==> src/core/prwk_map.svh <==
// Register offsets, field positions, reset values and timing counts of the reset and wake block
`ifndef PRWK_MAP_SVH
`define PRWK_MAP_SVH
// Register byte offsets
`define PRWK_OFS_HOST_PM 8'h00
`define PRWK_OFS_HOST_CTRL 8'h04
`define PRWK_OFS_CPU_PM 8'h08
`define PRWK_OFS_INT_SRC 8'h0C
`define PRWK_OFS_INT_EN 8'h10
`define PRWK_OFS_CMD 8'h14
// Field positions
`define PRWK_B_REQ_LO 0
`define PRWK_B_EN 8
`define PRWK_B_STAT 15
`define PRWK_B_WARM 0
`define PRWK_B_CUR_LO 0
`define PRWK_B_D2W 2
`define PRWK_B_D3W 3
`define PRWK_B_POL_LO 4
`define PRWK_B_DRVN 9
`define PRWK_B_AUX 10
`define PRWK_B_REQR_LO 11
`define PRWK_B_STRAP_LO 16
`define PRWK_B_FALL 0
`define PRWK_B_RISE 1
`define PRWK_B_PWR 2
`define PRWK_B_IOEN 0
`define PRWK_B_MEMEN 1
// Reset values
`define PRWK_RST_FLAGS 3'h0
`define PRWK_RST_STATE 2'h0
// Timing: internal reset pulse length
`define PRWK_PULSE_NS 1000
`define PRWK_CLK_NS 40
`define PRWK_PULSE_CYC (`PRWK_PULSE_NS / `PRWK_CLK_NS)
`endif

==> src/core/prwk_pkg.sv <==
// Types shared by the reset and wake block
package prwk_pkg;
  // Device power states as coded in the state fields
  typedef enum logic [1:0]
  {
    PRWK_D0 = 2'b00,
    PRWK_D1 = 2'b01,
    PRWK_D2 = 2'b10,
    PRWK_D3 = 2'b11
  } prwk_pstate_t;
endpackage

==> src/core/prwk_core.sv <==
// Reset generation and wake-event logic of the port
`timescale 1ns/10ps
`default_nettype none
`include "prwk_map.svh"
module prwk_core
  import prwk_pkg::*;
#(
  parameter int PULSE_CYC = `PRWK_PULSE_CYC
)
(
  input wire logic clk,
  input wire logic reset_n,
  input wire logic [7:0] addr,
  input wire logic [31:0] wdata,
  input wire logic wr,
  input wire logic rd,
  output logic [31:0] rdata,
  input wire logic por_pin_n,
  input wire logic bus_reset_pin_n,
  input wire logic [2:0] eeprom_size_straps,
  input wire logic autoinit_strap,
  input wire logic wake_request_pin_n,
  input wire logic aux_detect_pin,
  input wire logic cpu_clock_running,
  output logic core_reset_n,
  output logic bus_unit_reset_n,
  output logic autoinit_start,
  output logic load_defaults,
  output logic io_access_enable,
  output logic mem_access_enable,
  output logic wake_cpu_interrupt,
  output logic power_cpu_interrupt,
  output logic pme_out,
  output logic pme_oe_n
);

  // Elaboration check: pulse counter needs at least one cycle
  if (PULSE_CYC < 1 || PULSE_CYC > 65535)
  begin : g_bad_pulse
    $error("PULSE_CYC out of range");
  end

  // ------------------------------------------------------------
  // Pin synchronisers
  // ------------------------------------------------------------
  logic [1:0] por_sync_q; // Power-on pin, first then second stage
  logic [1:0] bus_sync_q; // Bus reset pin
  logic [1:0] wake_sync_q; // Wake pin
  logic [1:0] aux_sync_q; // Aux detect pin
  logic wake_prev_q; // Last synchronised wake level
  logic por_prev_q; // Last synchronised power-on level

  // Two flops per pin; only stage one reads stage zero
  // wake pin synchronised
  always_ff @(posedge clk or negedge reset_n)
  begin
    if (!reset_n)
    begin
      por_sync_q <= 2'b00;
      bus_sync_q <= 2'b00;
      wake_sync_q <= 2'b11;
      aux_sync_q <= 2'b00;
      wake_prev_q <= 1'b1;
      por_prev_q <= 1'b0;
    end
    else
    begin
      por_sync_q <= {por_sync_q[0], por_pin_n};
      bus_sync_q <= {bus_sync_q[0], bus_reset_pin_n};
      wake_sync_q <= {wake_sync_q[0], wake_request_pin_n};
      aux_sync_q <= {aux_sync_q[0], aux_detect_pin};
      wake_prev_q <= wake_sync_q[1];
      por_prev_q <= por_sync_q[1];
    end
  end

  logic por_ok; // Core powered and out of power-on reset
  logic d3cold; // Core power absent: power-on reset held
  logic aux_ok; // Aux supply present
  logic wake_active; // Wake pin asserted (low)
  logic wake_fall; // One-cycle high-to-low event
  logic wake_rise; // One-cycle low-to-high event
  assign por_ok = por_sync_q[1];
  assign d3cold = !por_sync_q[1];
  assign aux_ok = aux_sync_q[1];
  assign wake_active = !wake_sync_q[1];
  assign wake_fall = wake_prev_q && !wake_sync_q[1];
  assign wake_rise = !wake_prev_q && wake_sync_q[1];

  // ------------------------------------------------------------
  // Register bus decode
  // ------------------------------------------------------------
  logic wr_host_pm, wr_host_ctrl, wr_cpu_pm, wr_int_src, wr_int_en, wr_cmd;
  logic rd_cpu_pm;
  assign wr_host_pm = wr && addr == `PRWK_OFS_HOST_PM;
  assign wr_host_ctrl = wr && addr == `PRWK_OFS_HOST_CTRL;
  assign wr_cpu_pm = wr && addr == `PRWK_OFS_CPU_PM;
  assign wr_int_src = wr && addr == `PRWK_OFS_INT_SRC;
  assign wr_int_en = wr && addr == `PRWK_OFS_INT_EN;
  assign wr_cmd = wr && addr == `PRWK_OFS_CMD;
  assign rd_cpu_pm = rd && addr == `PRWK_OFS_CPU_PM;

  // ------------------------------------------------------------
  // Straps and power-state fields
  // ------------------------------------------------------------
  logic [2:0] size_straps_q; // EEPROM size straps
  logic autoinit_q; // Autoinit strap
  prwk_pstate_t req_state_q; // Host-requested state
  prwk_pstate_t cur_state_q; // State reported by CPU software
  logic d2_warm_on_wake_q;
  logic d3_warm_on_wake_q;
  logic [3:0] hw_wake_policy_q; // One bit per power state
  prwk_pstate_t host_req; // Requested state carried by a host write
  assign host_req = prwk_pstate_t'(wdata[`PRWK_B_REQ_LO +: 2]);

  // Straps are sampled by a clocked process at the power-on release
  // capture straps at release
  always_ff @(posedge clk or negedge reset_n)
  begin
    if (!reset_n)
    begin
      size_straps_q <= 3'h0;
      autoinit_q <= 1'b0;
    end
    else if (por_ok && !por_prev_q)
    begin
      size_straps_q <= eeprom_size_straps;
      autoinit_q <= autoinit_strap;
    end
  end

  // ------------------------------------------------------------
  // Internal bus reset and warm reset pulses
  // ------------------------------------------------------------
  logic [15:0] warm_cnt_q; // Warm pulse remaining
  logic [15:0] d3d0_cnt_q; // Internal bus reset remaining
  logic bus_rst; // Internal bus reset active
  logic bus_rst_prev_q;
  logic host_warm; // Host warm-reset request
  logic pm_warm; // Power request from D2/D3 with warm bit
  logic wake_warm; // Wake in D2/D3 with warm bit
  logic warm_ok; // Warm-on-wake enabled for current state
  logic d3_to_d0; // Host asks D0 while in D3

  assign bus_rst = !bus_sync_q[1] || d3d0_cnt_q != 16'h0000;
  assign warm_ok = (cur_state_q == PRWK_D2 && d2_warm_on_wake_q) || (cur_state_q == PRWK_D3 && d3_warm_on_wake_q);
  assign host_warm = wr_host_ctrl && wdata[`PRWK_B_WARM] && cur_state_q == PRWK_D0;
  assign pm_warm = wr_host_pm && host_req != req_state_q && warm_ok;
  assign wake_warm = wake_fall && warm_ok;
  assign d3_to_d0 = wr_host_pm && cur_state_q == PRWK_D3 && host_req == PRWK_D0;

  // Pulse counters; power-on reset cancels a pending pulse
  always_ff @(posedge clk or negedge reset_n)
  begin
    if (!reset_n)
    begin
      warm_cnt_q <= 16'h0000;
      d3d0_cnt_q <= 16'h0000;
      bus_rst_prev_q <= 1'b0;
    end
    else if (!por_ok)
    begin
      warm_cnt_q <= 16'h0000;
      d3d0_cnt_q <= 16'h0000;
      bus_rst_prev_q <= 1'b0;
    end
    else
    begin
      bus_rst_prev_q <= bus_rst;
      if (host_warm || pm_warm || wake_warm)
        warm_cnt_q <= 16'(PULSE_CYC);
      else if (warm_cnt_q != 16'h0000)
        warm_cnt_q <= warm_cnt_q - 16'h0001;
      if (d3_to_d0)
        d3d0_cnt_q <= 16'(PULSE_CYC);
      else if (d3d0_cnt_q != 16'h0000)
        d3d0_cnt_q <= d3d0_cnt_q - 16'h0001;
    end
  end

  // Reset outputs; warm reset never reaches configuration state here
  // core reset is AND
  assign core_reset_n = por_ok && warm_cnt_q == 16'h0000;
  assign bus_unit_reset_n = por_ok && !bus_rst;

  // Loader kicks on bus reset release only, never on power-on alone
  // autoinit on bus reset
  always_ff @(posedge clk or negedge reset_n)
  begin
    if (!reset_n)
    begin
      autoinit_start <= 1'b0;
      load_defaults <= 1'b0;
    end
    else
    begin
      autoinit_start <= por_ok && bus_rst_prev_q && !bus_rst && autoinit_q;
      load_defaults <= por_ok && bus_rst_prev_q && !bus_rst && !autoinit_q;
    end
  end

  // ------------------------------------------------------------
  // Configuration state: requested state and command enables
  // ------------------------------------------------------------
  logic io_en_q, mem_en_q; // Stored command enables

  // Cleared by power-on and bus reset; warm reset does not touch them
  // warm leaves config
  always_ff @(posedge clk or negedge reset_n)
  begin
    if (!reset_n)
    begin
      req_state_q <= PRWK_D0;
      io_en_q <= 1'b0;
      mem_en_q <= 1'b0;
    end
    else if (!por_ok || bus_rst)
    begin
      req_state_q <= PRWK_D0;
      io_en_q <= 1'b0;
      mem_en_q <= 1'b0;
    end
    else
    begin
      if (wr_host_pm)
        req_state_q <= host_req;
      if (wr_cmd)
      begin
        io_en_q <= wdata[`PRWK_B_IOEN];
        mem_en_q <= wdata[`PRWK_B_MEMEN];
      end
    end
  end

  // Enables seen by the bus unit are masked outside D0
  // mask outside D0
  assign io_access_enable = io_en_q && req_state_q == PRWK_D0;
  assign mem_access_enable = mem_en_q && req_state_q == PRWK_D0;

  // CPU-side control fields, cleared by power-on only
  always_ff @(posedge clk or negedge reset_n)
  begin
    if (!reset_n)
    begin
      cur_state_q <= PRWK_D0;
      d2_warm_on_wake_q <= 1'b0;
      d3_warm_on_wake_q <= 1'b0;
      hw_wake_policy_q <= 4'h0;
    end
    else if (!por_ok)
    begin
      cur_state_q <= PRWK_D0;
      d2_warm_on_wake_q <= 1'b0;
      d3_warm_on_wake_q <= 1'b0;
      hw_wake_policy_q <= 4'h0;
    end
    else if (wr_cpu_pm)
    begin
      cur_state_q <= prwk_pstate_t'(wdata[`PRWK_B_CUR_LO +: 2]);
      d2_warm_on_wake_q <= wdata[`PRWK_B_D2W];
      d3_warm_on_wake_q <= wdata[`PRWK_B_D3W];
      hw_wake_policy_q <= wdata[`PRWK_B_POL_LO +: 4];
    end
  end

  // ------------------------------------------------------------
  // Sticky wake status and enable (aux power-up reset; without aux, a bus reset also clears status)
  // ------------------------------------------------------------
  logic wake_status_q, wake_enable_q;
  logic stat_set; // Hardware or CPU set event
  logic stat_clr; // Host, CPU or aux-less bus reset clear event
  logic host_stat_clr; // Host write of 1 to status
  logic host_en_clr; // Host write of 0 to enable
  logic cpu_en_w1; // CPU write of 1 to its enable bit
  logic aux_bus_clr; // Bus reset without aux supply

  assign host_stat_clr = wr_host_pm && wdata[`PRWK_B_STAT];
  assign host_en_clr = wr_host_pm && !wdata[`PRWK_B_EN];
  assign cpu_en_w1 = wr_cpu_pm && wdata[`PRWK_B_EN];
  assign aux_bus_clr = !aux_ok && bus_rst;
  assign stat_set = (d3cold && (wake_fall || wake_rise)) || (por_ok && wr_cpu_pm && wdata[`PRWK_B_STAT]);
  assign stat_clr = host_stat_clr || cpu_en_w1 || aux_bus_clr;

  // Set wins over any clear arriving in the same cycle
  // sticky bits
  always_ff @(posedge clk or negedge reset_n)
  begin
    if (!reset_n)
      wake_status_q <= 1'b0;
    else if (stat_set)
      wake_status_q <= 1'b1;
    else if (stat_clr)
      wake_status_q <= 1'b0;
  end

  // Enable: host write 1 is the only way up
  // only host sets
  always_ff @(posedge clk or negedge reset_n)
  begin
    if (!reset_n)
      wake_enable_q <= 1'b0;
    else if (!aux_ok)
      wake_enable_q <= 1'b0;
    else if (wr_host_pm)
      wake_enable_q <= wdata[`PRWK_B_EN];
    else if (cpu_en_w1)
      wake_enable_q <= 1'b0;
  end

  // ------------------------------------------------------------
  // Wake output driver and driven flag
  // ------------------------------------------------------------
  logic pme_q; // Output latched active
  logic pme_set; // Wake condition worth signalling
  logic drvn_q; // Driven flag seen by CPU
  logic pme_drive; // Pin actually driven low

  assign pme_set = wake_active && (d3cold || hw_wake_policy_q[cur_state_q]);

  // Latches until a host clear; resets of the core do not release it
  // only host clears release
  always_ff @(posedge clk or negedge reset_n)
  begin
    if (!reset_n)
      pme_q <= 1'b0;
    else if (pme_set && wake_enable_q)
      pme_q <= 1'b1;
    else if (host_stat_clr || host_en_clr)
      pme_q <= 1'b0;
  end

  assign pme_drive = pme_q && wake_enable_q;
  // Open drain: float while aux supply missing
  assign pme_out = 1'b0;
  assign pme_oe_n = !(pme_drive && aux_ok);

  // Read clears, but a live condition re-sets it at once
  // read clears, re-sets
  always_ff @(posedge clk or negedge reset_n)
  begin
    if (!reset_n)
      drvn_q <= 1'b0;
    else if (pme_drive || (wake_enable_q && wake_status_q))
      drvn_q <= 1'b1;
    else if (rd_cpu_pm)
      drvn_q <= 1'b0;
  end

  // ------------------------------------------------------------
  // Interrupt source and enable
  // ------------------------------------------------------------
  logic [2:0] int_src_q, int_en_q;
  logic [2:0] int_set;
  logic pwr_change; // Host changed the requested state
  assign pwr_change = wr_host_pm && host_req != req_state_q;
  assign int_set = {(por_ok && (pwr_change || (bus_rst && !bus_rst_prev_q))), por_ok && wake_rise, por_ok && wake_fall};

  // Write-one-to-clear; set wins; power-on clears without raising
  always_ff @(posedge clk or negedge reset_n)
  begin
    if (!reset_n)
    begin
      int_src_q <= `PRWK_RST_FLAGS;
      int_en_q <= `PRWK_RST_FLAGS;
    end
    else if (!por_ok)
    begin
      int_src_q <= `PRWK_RST_FLAGS;
      int_en_q <= `PRWK_RST_FLAGS;
    end
    else
    begin
      int_src_q <= int_set | (int_src_q & ~(wr_int_src ? wdata[2:0] : 3'h0));
      if (wr_int_en)
        int_en_q <= wdata[2:0];
    end
  end

  // The power interrupt cannot reach a CPU whose clocks are stopped; the wake interrupt is not gated
  assign wake_cpu_interrupt = |(int_src_q[1:0] & int_en_q[1:0]);
  assign power_cpu_interrupt = int_src_q[`PRWK_B_PWR] && int_en_q[`PRWK_B_PWR] && cpu_clock_running;

  // ------------------------------------------------------------
  // Read data, one cycle after the strobe
  // ------------------------------------------------------------
  logic [31:0] rd_mux;
  always_comb
  begin
    rd_mux = 32'h0000_0000;
    unique case (addr)
      `PRWK_OFS_HOST_PM:
      begin
        rd_mux[`PRWK_B_REQ_LO +: 2] = req_state_q;
        rd_mux[`PRWK_B_EN] = wake_enable_q;
        rd_mux[`PRWK_B_STAT] = wake_status_q;
      end
      `PRWK_OFS_CPU_PM:
      begin
        rd_mux[`PRWK_B_CUR_LO +: 2] = cur_state_q;
        rd_mux[`PRWK_B_D2W] = d2_warm_on_wake_q;
        rd_mux[`PRWK_B_D3W] = d3_warm_on_wake_q;
        rd_mux[`PRWK_B_POL_LO +: 4] = hw_wake_policy_q;
        rd_mux[`PRWK_B_EN] = wake_enable_q;
        rd_mux[`PRWK_B_DRVN] = drvn_q;
        rd_mux[`PRWK_B_AUX] = aux_ok;
        rd_mux[`PRWK_B_REQR_LO +: 2] = req_state_q;
        rd_mux[`PRWK_B_STAT] = wake_status_q;
        rd_mux[`PRWK_B_STRAP_LO +: 4] = {autoinit_q, size_straps_q};
      end
      `PRWK_OFS_INT_SRC: rd_mux[2:0] = int_src_q;
      `PRWK_OFS_INT_EN: rd_mux[2:0] = int_en_q;
      `PRWK_OFS_CMD: rd_mux[1:0] = {mem_en_q, io_en_q};
      default: rd_mux = 32'h0000_0000;
    endcase
  end

  // Unmapped reads and idle cycles return zero
  always_ff @(posedge clk or negedge reset_n)
  begin
    if (!reset_n)
      rdata <= 32'h0000_0000;
    else
      rdata <= rd ? rd_mux : 32'h0000_0000;
  end
endmodule
`default_nettype wire

==> config.mk <==
export PLATFORM = sky130hd
export DESIGN_NAME = prwk_core
export DESIGN_NICKNAME = d
export VERILOG_FILES = /design/src/core/prwk_pkg.sv /design/src/core/prwk_core.sv
export VERILOG_INCLUDE_DIRS = /design/src /design/src/core
export SDC_FILE = /design/constraint.sdc
export NUM_CORES = 1
export LEC_CHECK = 0
export BUFFER_PORTS_ARGS = -buffer_cell sky130_fd_sc_hd__buf_2
export CAP_MARGIN = 10
export CORE_MARGIN = 2
export CORE_UTILIZATION = 49
export DETAILED_ROUTE_END_ITERATION = 16
export GPL_ROUTABILITY_DRIVEN = 0
export GPL_TIMING_DRIVEN = 0
export HOLD_SLACK_MARGIN = 0.1
export PLACE_DENSITY_LB_ADDON = 0.3
export SKIP_LAST_GASP = 1
export SLEW_MARGIN = 20
export SYNTH_ARGS = -nofsm -noshare
export SYNTH_HDL_FRONTEND = slang
export SYNTH_SLANG_ARGS = --single-unit
==> constraint.sdc <==
create_clock -name clk -period 2.3 [get_ports clk]
set_input_delay 0.23 -clock clk [delete_from_list [all_inputs] [get_ports clk]]
set_output_delay 0.23 -clock clk [all_outputs]
set_load 0.05 [all_outputs]
# Word-level counts from Yosys, hierarchy flattened
# Index checks and enable logic that the tools add are counted.
[word_totals]
regBits = 91
input_bits = 53
output_inout_bits = 42
word_cells = 174
[classes]
addsub = 2
order_cmp = 1
n_eq_ne = 13
n_mux = 44
bitwise_logic = 4
reduce_logical = 83
[op_table]
columns = ["operator", "n"]
rows = [
  ["$mux W16", 6],
  ["$logic_and A1 B1 Y1", 45],
  ["$reduce_bool A16 Y1", 2],
  ["$sub A16 B1 Y16 const B", 2],
  ["$mux W1", 21],
  ["$mux W20", 1],
  ["$eq A8 B4 Y1 const B", 2],
  ["$eq A8 B5 Y1 const B", 2],
  ["$logic_not A16 Y1", 1],
  ["$mux W4", 4],
  ["$logic_or A1 B1 Y1", 13],
  ["$mux W3", 4],
  ["$logic_not A1 Y1", 11],
  ["$pmux W2 S5", 1],
  ["$reduce_bool A2 Y1", 5],
  ["$ne A3 B1 Y1 const B", 3],
  ["$eq A8 B3 Y1 const B", 1],
  ["$logic_not A8 Y1", 1],
  ["$mux W2", 4],
  ["$logic_not A2 Y1", 3],
  ["$mux W5", 1],
  ["$eq A2 B2 Y1 const B", 2],
  ["$ne A2 B1 Y1 const B", 2],
  ["$reduce_or A2 Y1", 2],
  ["8 further kinds", 8],
]

# Depth between registers and ports, before layout
[logic_depth]
ltp_word = 8
mapped_depth = 8
depth_no_buf = 7

# Worst setup path after synthesis
# No wires, ideal clock.
[synth_path]
path_type = "reg-to-reg"
startpoint = "register warm_cnt_q[8]"
endpoint = "register warm_cnt_q[14]"
setup_ns = 0.119
t_arrival_ns = 2.404
required_ns = 2.181
path_slack_ns = -0.222
stages_incl_launch_ff = 7
n_path_buf = 1
period_less_slack_ns = 2.522
path_cell_list = "dfrtp_1 > or4_4 > or3_1 > nor3_2 > or3_1 > buf_2 > nor2_1"
[synth_between]
elab_chain_cells = 4
word_cells_on_any_way = 6
classes_between = "1 x add/sub; 1 x eq/ne; 3 x mux; 1 x reduce/logical"
[synth_rtl]
columns = ["item", "line_no", "rtl"]
rows = [
  ["start, declared", "prwk_core.sv:135", "logic [15:0] warm_cnt_q;"],
  ["start signal, assigned", "prwk_core.sv:171", "warm_cnt_q <= 16'(PULSE_CYC);"],
  ["start signal, assigned", "prwk_core.sv:173", "warm_cnt_q <= warm_cnt_q - 16'h0001;"],
  ["$sub A16 B1 Y16", "prwk_core.sv:173", ""],
  ["$mux W16", "prwk_core.sv:172", "else if (warm_cnt_q != 16'h0000)"],
  ["$mux W16", "prwk_core.sv:170", "if (host_warm || pm_warm || wake_warm)"],
  ["$mux W16", "prwk_core.sv:161", "else if (!por_ok)"],
]
# Several ways; a longest one is shown, not always the timed one. The select of a mux whose other input is x is not followed.
# A chain may end at the register's enable or synchronous reset.

# Worst setup path after layout
[layout_path]
startpoint = "register warm_cnt_q[7]"
endpoint = "output core_reset_n"
[layout_between]
elab_chain_cells = 2
[layout_rtl]
columns = ["item", "line_no", "rtl"]
rows = [
  ["$logic_not A16 Y1", "prwk_core.sv:183", "assign core_reset_n = por_ok && warm_cnt_q == 16'h0000;"],
  ["$logic_and A1 B1 Y1", "prwk_core.sv:183", ""],
  ["end, declared", "prwk_core.sv:25", "output logic core_reset_n,"],
]
# No other way between the ends.

==> results.txt <==
The flow ran to the end, but the final reports show violations. The final reports fail on setup timing. The run gives 0 as the post-route antenna net violation count. Least setup slack across all paths after layout: -0.0270 ns. The run gives 0 as the final number of max-transition violations. The signal on the critical path passes through or4_4 > or3_4 > nor3_4 > buf_6.

For the worst-skew pair, the clock arrives at the later sink with an insertion delay of 0.36 ns. Timing would allow up to 0.430 GHz. The number of flip-flops and latches in the synthesized netlist came out at 89.

The tightest slew margin relative to the limit is 40.8%, and the fraction of registers with async set or reset after synthesis is 100%. After synthesis the cells add up to 4230 um^2. The leading area contributor after synthesis is sky130_fd_sc_hd__dfrtp_1. The floorplan step set the die width to 97.0 um.

The leakage power of the design is 2.44 nW, and the fraction of layout instances using a drive strength above 1 is 24.2%. During placement, the flow inserted port buffers numbering 53. The count of vias placed by the detailed router is 3,338. Setup repair after global routing could not meet its margin everywhere. The worst-case IR drop observed on VDD is 0.580 mV. The worst setup path is of the register to primary output kind.

Kind of cell adding the most delay to the critical path: simple AND/OR/NAND/NOR gates. The min-delay analysis places its worst path in the category input port to register. The worst setup path is captured at a primary output. OpenSTA, run right after detailed placement, puts the worst setup slack at -0.0296 ns. After detailed routing, the average wire length per cell comes to 14.7 um. In this run the top signal layer used is met4. The core region is 8300 um^2. The first global-routing pass estimated 15,600 um of wire.

0 antenna diodes ended up in the layout. TritonCTS built the clock tree. Counting the buffers created by CTS gives 9. In this run the core area contains 33 standard-cell rows.

The detailed router finished its first iteration with 174 violations. After technology mapping, the gate count stands at 416. The clock transition at the registers of the reported paths came out at 0.09 ns. The H-tree was split into 3 levels.

After synthesis, the cell types taking the most area are sky130_fd_sc_hd__dfrtp_1 51%, sky130_fd_sc_hd__a21oi_1 3.9%, sky130_fd_sc_hd__nor2_1 3.7%. The filler cells instantiated in the layout total 710. For the non-filler instance count after layout, the log shows 625.

In the routed design, unresolved DRC markers number 0. The final number of setup-violating endpoints came out at 1. In this run the vertical extent of the chip is 97.0 um. Sum of net half-perimeters after detailed placement: 6520 um. The area growth from synthesis to layout is 22.1%. The run gives 2 as the maximum root-to-sink buffer count.

The logs give 95 for the count of pins on the block boundary and 20.3% for the global-route usage over all layers. On the worst path, the slowest cell contributes a delay of 0.55 ns. The run gives 9400 um^2 as the die area.

For this run, the post-layout net count is 573. Dividing total power by cell area gives a power density of 904 nW/um^2. Counting flops with a built-in enable in the synthesized netlist gives 0. The minimum clock period was 2.33 ns. In the final routing, the length of wire on met1 measures 4160 um.

Met2 wirelength from detailed routing: 4480 um. Of all nets on the critical path, the largest fanout is 2. Once layout is complete, the utilization of the core stands at 62.3%. The period utilization is 101%. Register-to-register setup slack: 0.08 ns.

The portion of the post-synthesis area used by sequential elements is 52.7%, and the via count of the first global-routing pass is 3,299. The root buffer cell is sky130_fd_sc_hd__clkbuf_8. The mean post-synth cell area was 10.2 um^2. The pin count of the biggest net entering global routing came out at 55. The share of synthesized area in the top cell type comes to 50.8%.

During synthesis, Yosys emitted a total of 0 warnings. For the worst-case clock skew, the log shows 0.00828 ns. The most used flip-flop cell after synthesis is sky130_fd_sc_hd__dfrtp_1. The initial antenna violation count is 0. Critical path's slowest cell: sky130_fd_sc_hd__or4_4. After detailed routing, the total wire length is 9200 um. Data arrives at the worst endpoint at 2.10 ns.

The transition at the pin with the smallest max-transition slack is 0.881 ns, and the leftover overflow at the end of global routing is 0. The tools report the total number of clock tree sinks as 89. The number of iterations in the first detailed-routing pass was 4.

The buffers plus inverters on the worst setup path was 1; the worst endpoint required time was 2.07 ns. Max-cap violations in this run came to 0. STA classifies the critical path startpoint as a register. Using the TritonRoute via totals, the vias-per-cell ratio works out to 5.34.

The effective utilization at floorplan came out at 51.0%. For the final count of hold timing violations, the log shows 0. The met3 layer wire length in the routed design was 439 um.

Counting tap cells, the placed design contains a total of 589 instances. After synthesis, the netlist uses 53 different library cells.
==> sequential cells by signal, summed over array words and instances (netlist names), 2 cells and up <==
register and flops:
por_sync_q 2, int_src_q 3, aux_sync_q 2, d3d0_cnt_q 16, size_straps_q 3, req_state_q 2
int_en_q 3, warm_cnt_q 16, hw_wake_policy_q 4, bus_sync_q 2, cur_state_q 2, wake_sync_q 2
rdata 18
==> cells in the mapped netlist (4+ instances only) <==
master,n
sky130_fd_sc_hd__ha_1,5
sky130_fd_sc_hd__o21ai_0,7
sky130_fd_sc_hd__xor2_1,14
sky130_fd_sc_hd__nand4_1,8
sky130_fd_sc_hd__nor3b_1,6
sky130_fd_sc_hd__nor2_1,42
sky130_fd_sc_hd__nor2b_1,4
sky130_fd_sc_hd__nor3_1,10
sky130_fd_sc_hd__nor4_1,7
sky130_fd_sc_hd__buf_4,15
sky130_fd_sc_hd__xnor2_1,8
sky130_fd_sc_hd__dfrtp_1,86
sky130_fd_sc_hd__and2_1,16
sky130_fd_sc_hd__a21oi_1,33
sky130_fd_sc_hd__or3_1,8
sky130_fd_sc_hd__clkbuf_1,12
sky130_fd_sc_hd__mux2i_1,8
sky130_fd_sc_hd__nand2_1,37
sky130_fd_sc_hd__o31ai_1,4
sky130_fd_sc_hd__nand3_1,9
sky130_fd_sc_hd__and3_1,6
sky130_fd_sc_hd__mux2_2,5
sky130_fd_sc_hd__or4_1,4
sky130_fd_sc_hd__nor3_2,4
sky130_fd_sc_hd__nand4b_1,4
sky130_fd_sc_hd__inv_1,11
==> kinds of logic after synthesis <==
kind of cell	share of synthesized area (%)
simple gates	23.6
flops	52.7
compound gates	8.84
buf+inv	5.02
xor+xnor	4.55
mux	3.75
fa+ha+maj	1.48
other cells	0.0886
==> stage by stage <==
| step | setup TNS (ns) | cell area [um^2] | power (mW) | hold slack (ns) |
|---|---|---|---|---|
| 2_1_floorplan | 0 | 4290 | 2.95 | -0.0656 |
| 3_3_place_gp | 0 | 4690 | 3.18 | 0.332 |
| 3_5_place_dp | -0.187 | 4710 | 3.24 | 0.310 |
| 4_1_cts | -0.00779 | 5130 | 4.63 | 0.103 |
| 5_1_grt | -0.148 | 5170 | 4.97 | 0.110 |
| 6_report | -0.0270 | 5170 | 4.67 | 0.115 |
==> worst min-delay path: cells and delay by family <==
family,cells,cell delay [ns]
simple gates,1,0.05
buf+inv,1,0.10
compound gates,1,0.05
==> report_power, final <==
part	switching [mW]	internal, mW	leakage, nW	total [mW]
sequential	0.142	1.72	1.18	1.86
clock	0.581	0.625	0.112	1.21
combinational	0.850	0.754	1.15	1.60
==> what timing repair did <==
action / 4_1_cts / 5_1_grt
hold endpoints to repair: 59 / 0
setup buffers: 8 / 2
setup endpoints to repair: 3 / 5
pin swaps: 3 / 3
hold buffers: 10 / 0
gates resized for setup: 7 / 9
==> placed cells by master, fill, tap and decap left out, types with 11 or more instances in the layout <==
cell / n
sky130_fd_sc_hd__a21oi_1: 33
sky130_fd_sc_hd__clkbuf_1: 12
sky130_fd_sc_hd__buf_4: 27
sky130_fd_sc_hd__dfrtp_1: 86
sky130_fd_sc_hd__inv_1: 11
sky130_fd_sc_hd__conb_1: 15
sky130_fd_sc_hd__nand2_1: 37
sky130_fd_sc_hd__nor2_1: 41
sky130_fd_sc_hd__buf_2: 51
sky130_fd_sc_hd__xor2_1: 14
sky130_fd_sc_hd__and2_1: 15
==> cell type report <==
| cell class | instances | area, um^2 | share of cell area, % |
|---|---|---|---|
| Tap cell | 105 | 131 | 2.54 |
| Clock buffer | 9 | 124 | 2.40 |
| Sequential cell | 89 | 2230 | 43.2 |
| Multi-Input combinational cell | 300 | 1890 | 36.6 |
| Timing Repair Buffer | 74 | 472 | 9.13 |
| Inverter | 11 | 41.3 | 0.799 |
| Clock inverter | 7 | 101 | 1.96 |
| Buffer | 30 | 178 | 3.44 |
==> path summary, 6_finish.rpt <==
path | start | end | depth (start not counted)
worst max register to register | warm_cnt_q[0] | warm_cnt_q[1] | 8
worst min-delay path | wdata[5] | hw_wake_policy_q[1] | 3
max in group asynchronous | reset_n | warm_cnt_q[10] | 3
min in group asynchronous | reset_n | rdata[18] | 2
worst max-delay path | warm_cnt_q[7] | core_reset_n | 4
worst min register to register | bus_sync_q[0] | bus_sync_q[1] | 0
==> per-layer routing <==
layer  GRT usage [%]  vias up
met5               0        -
met4            5.63        0
met3            5.13       14
met2            33.0       86
met1            27.3     1621
li1                -     1617
(Power assumes the default switching activity.)
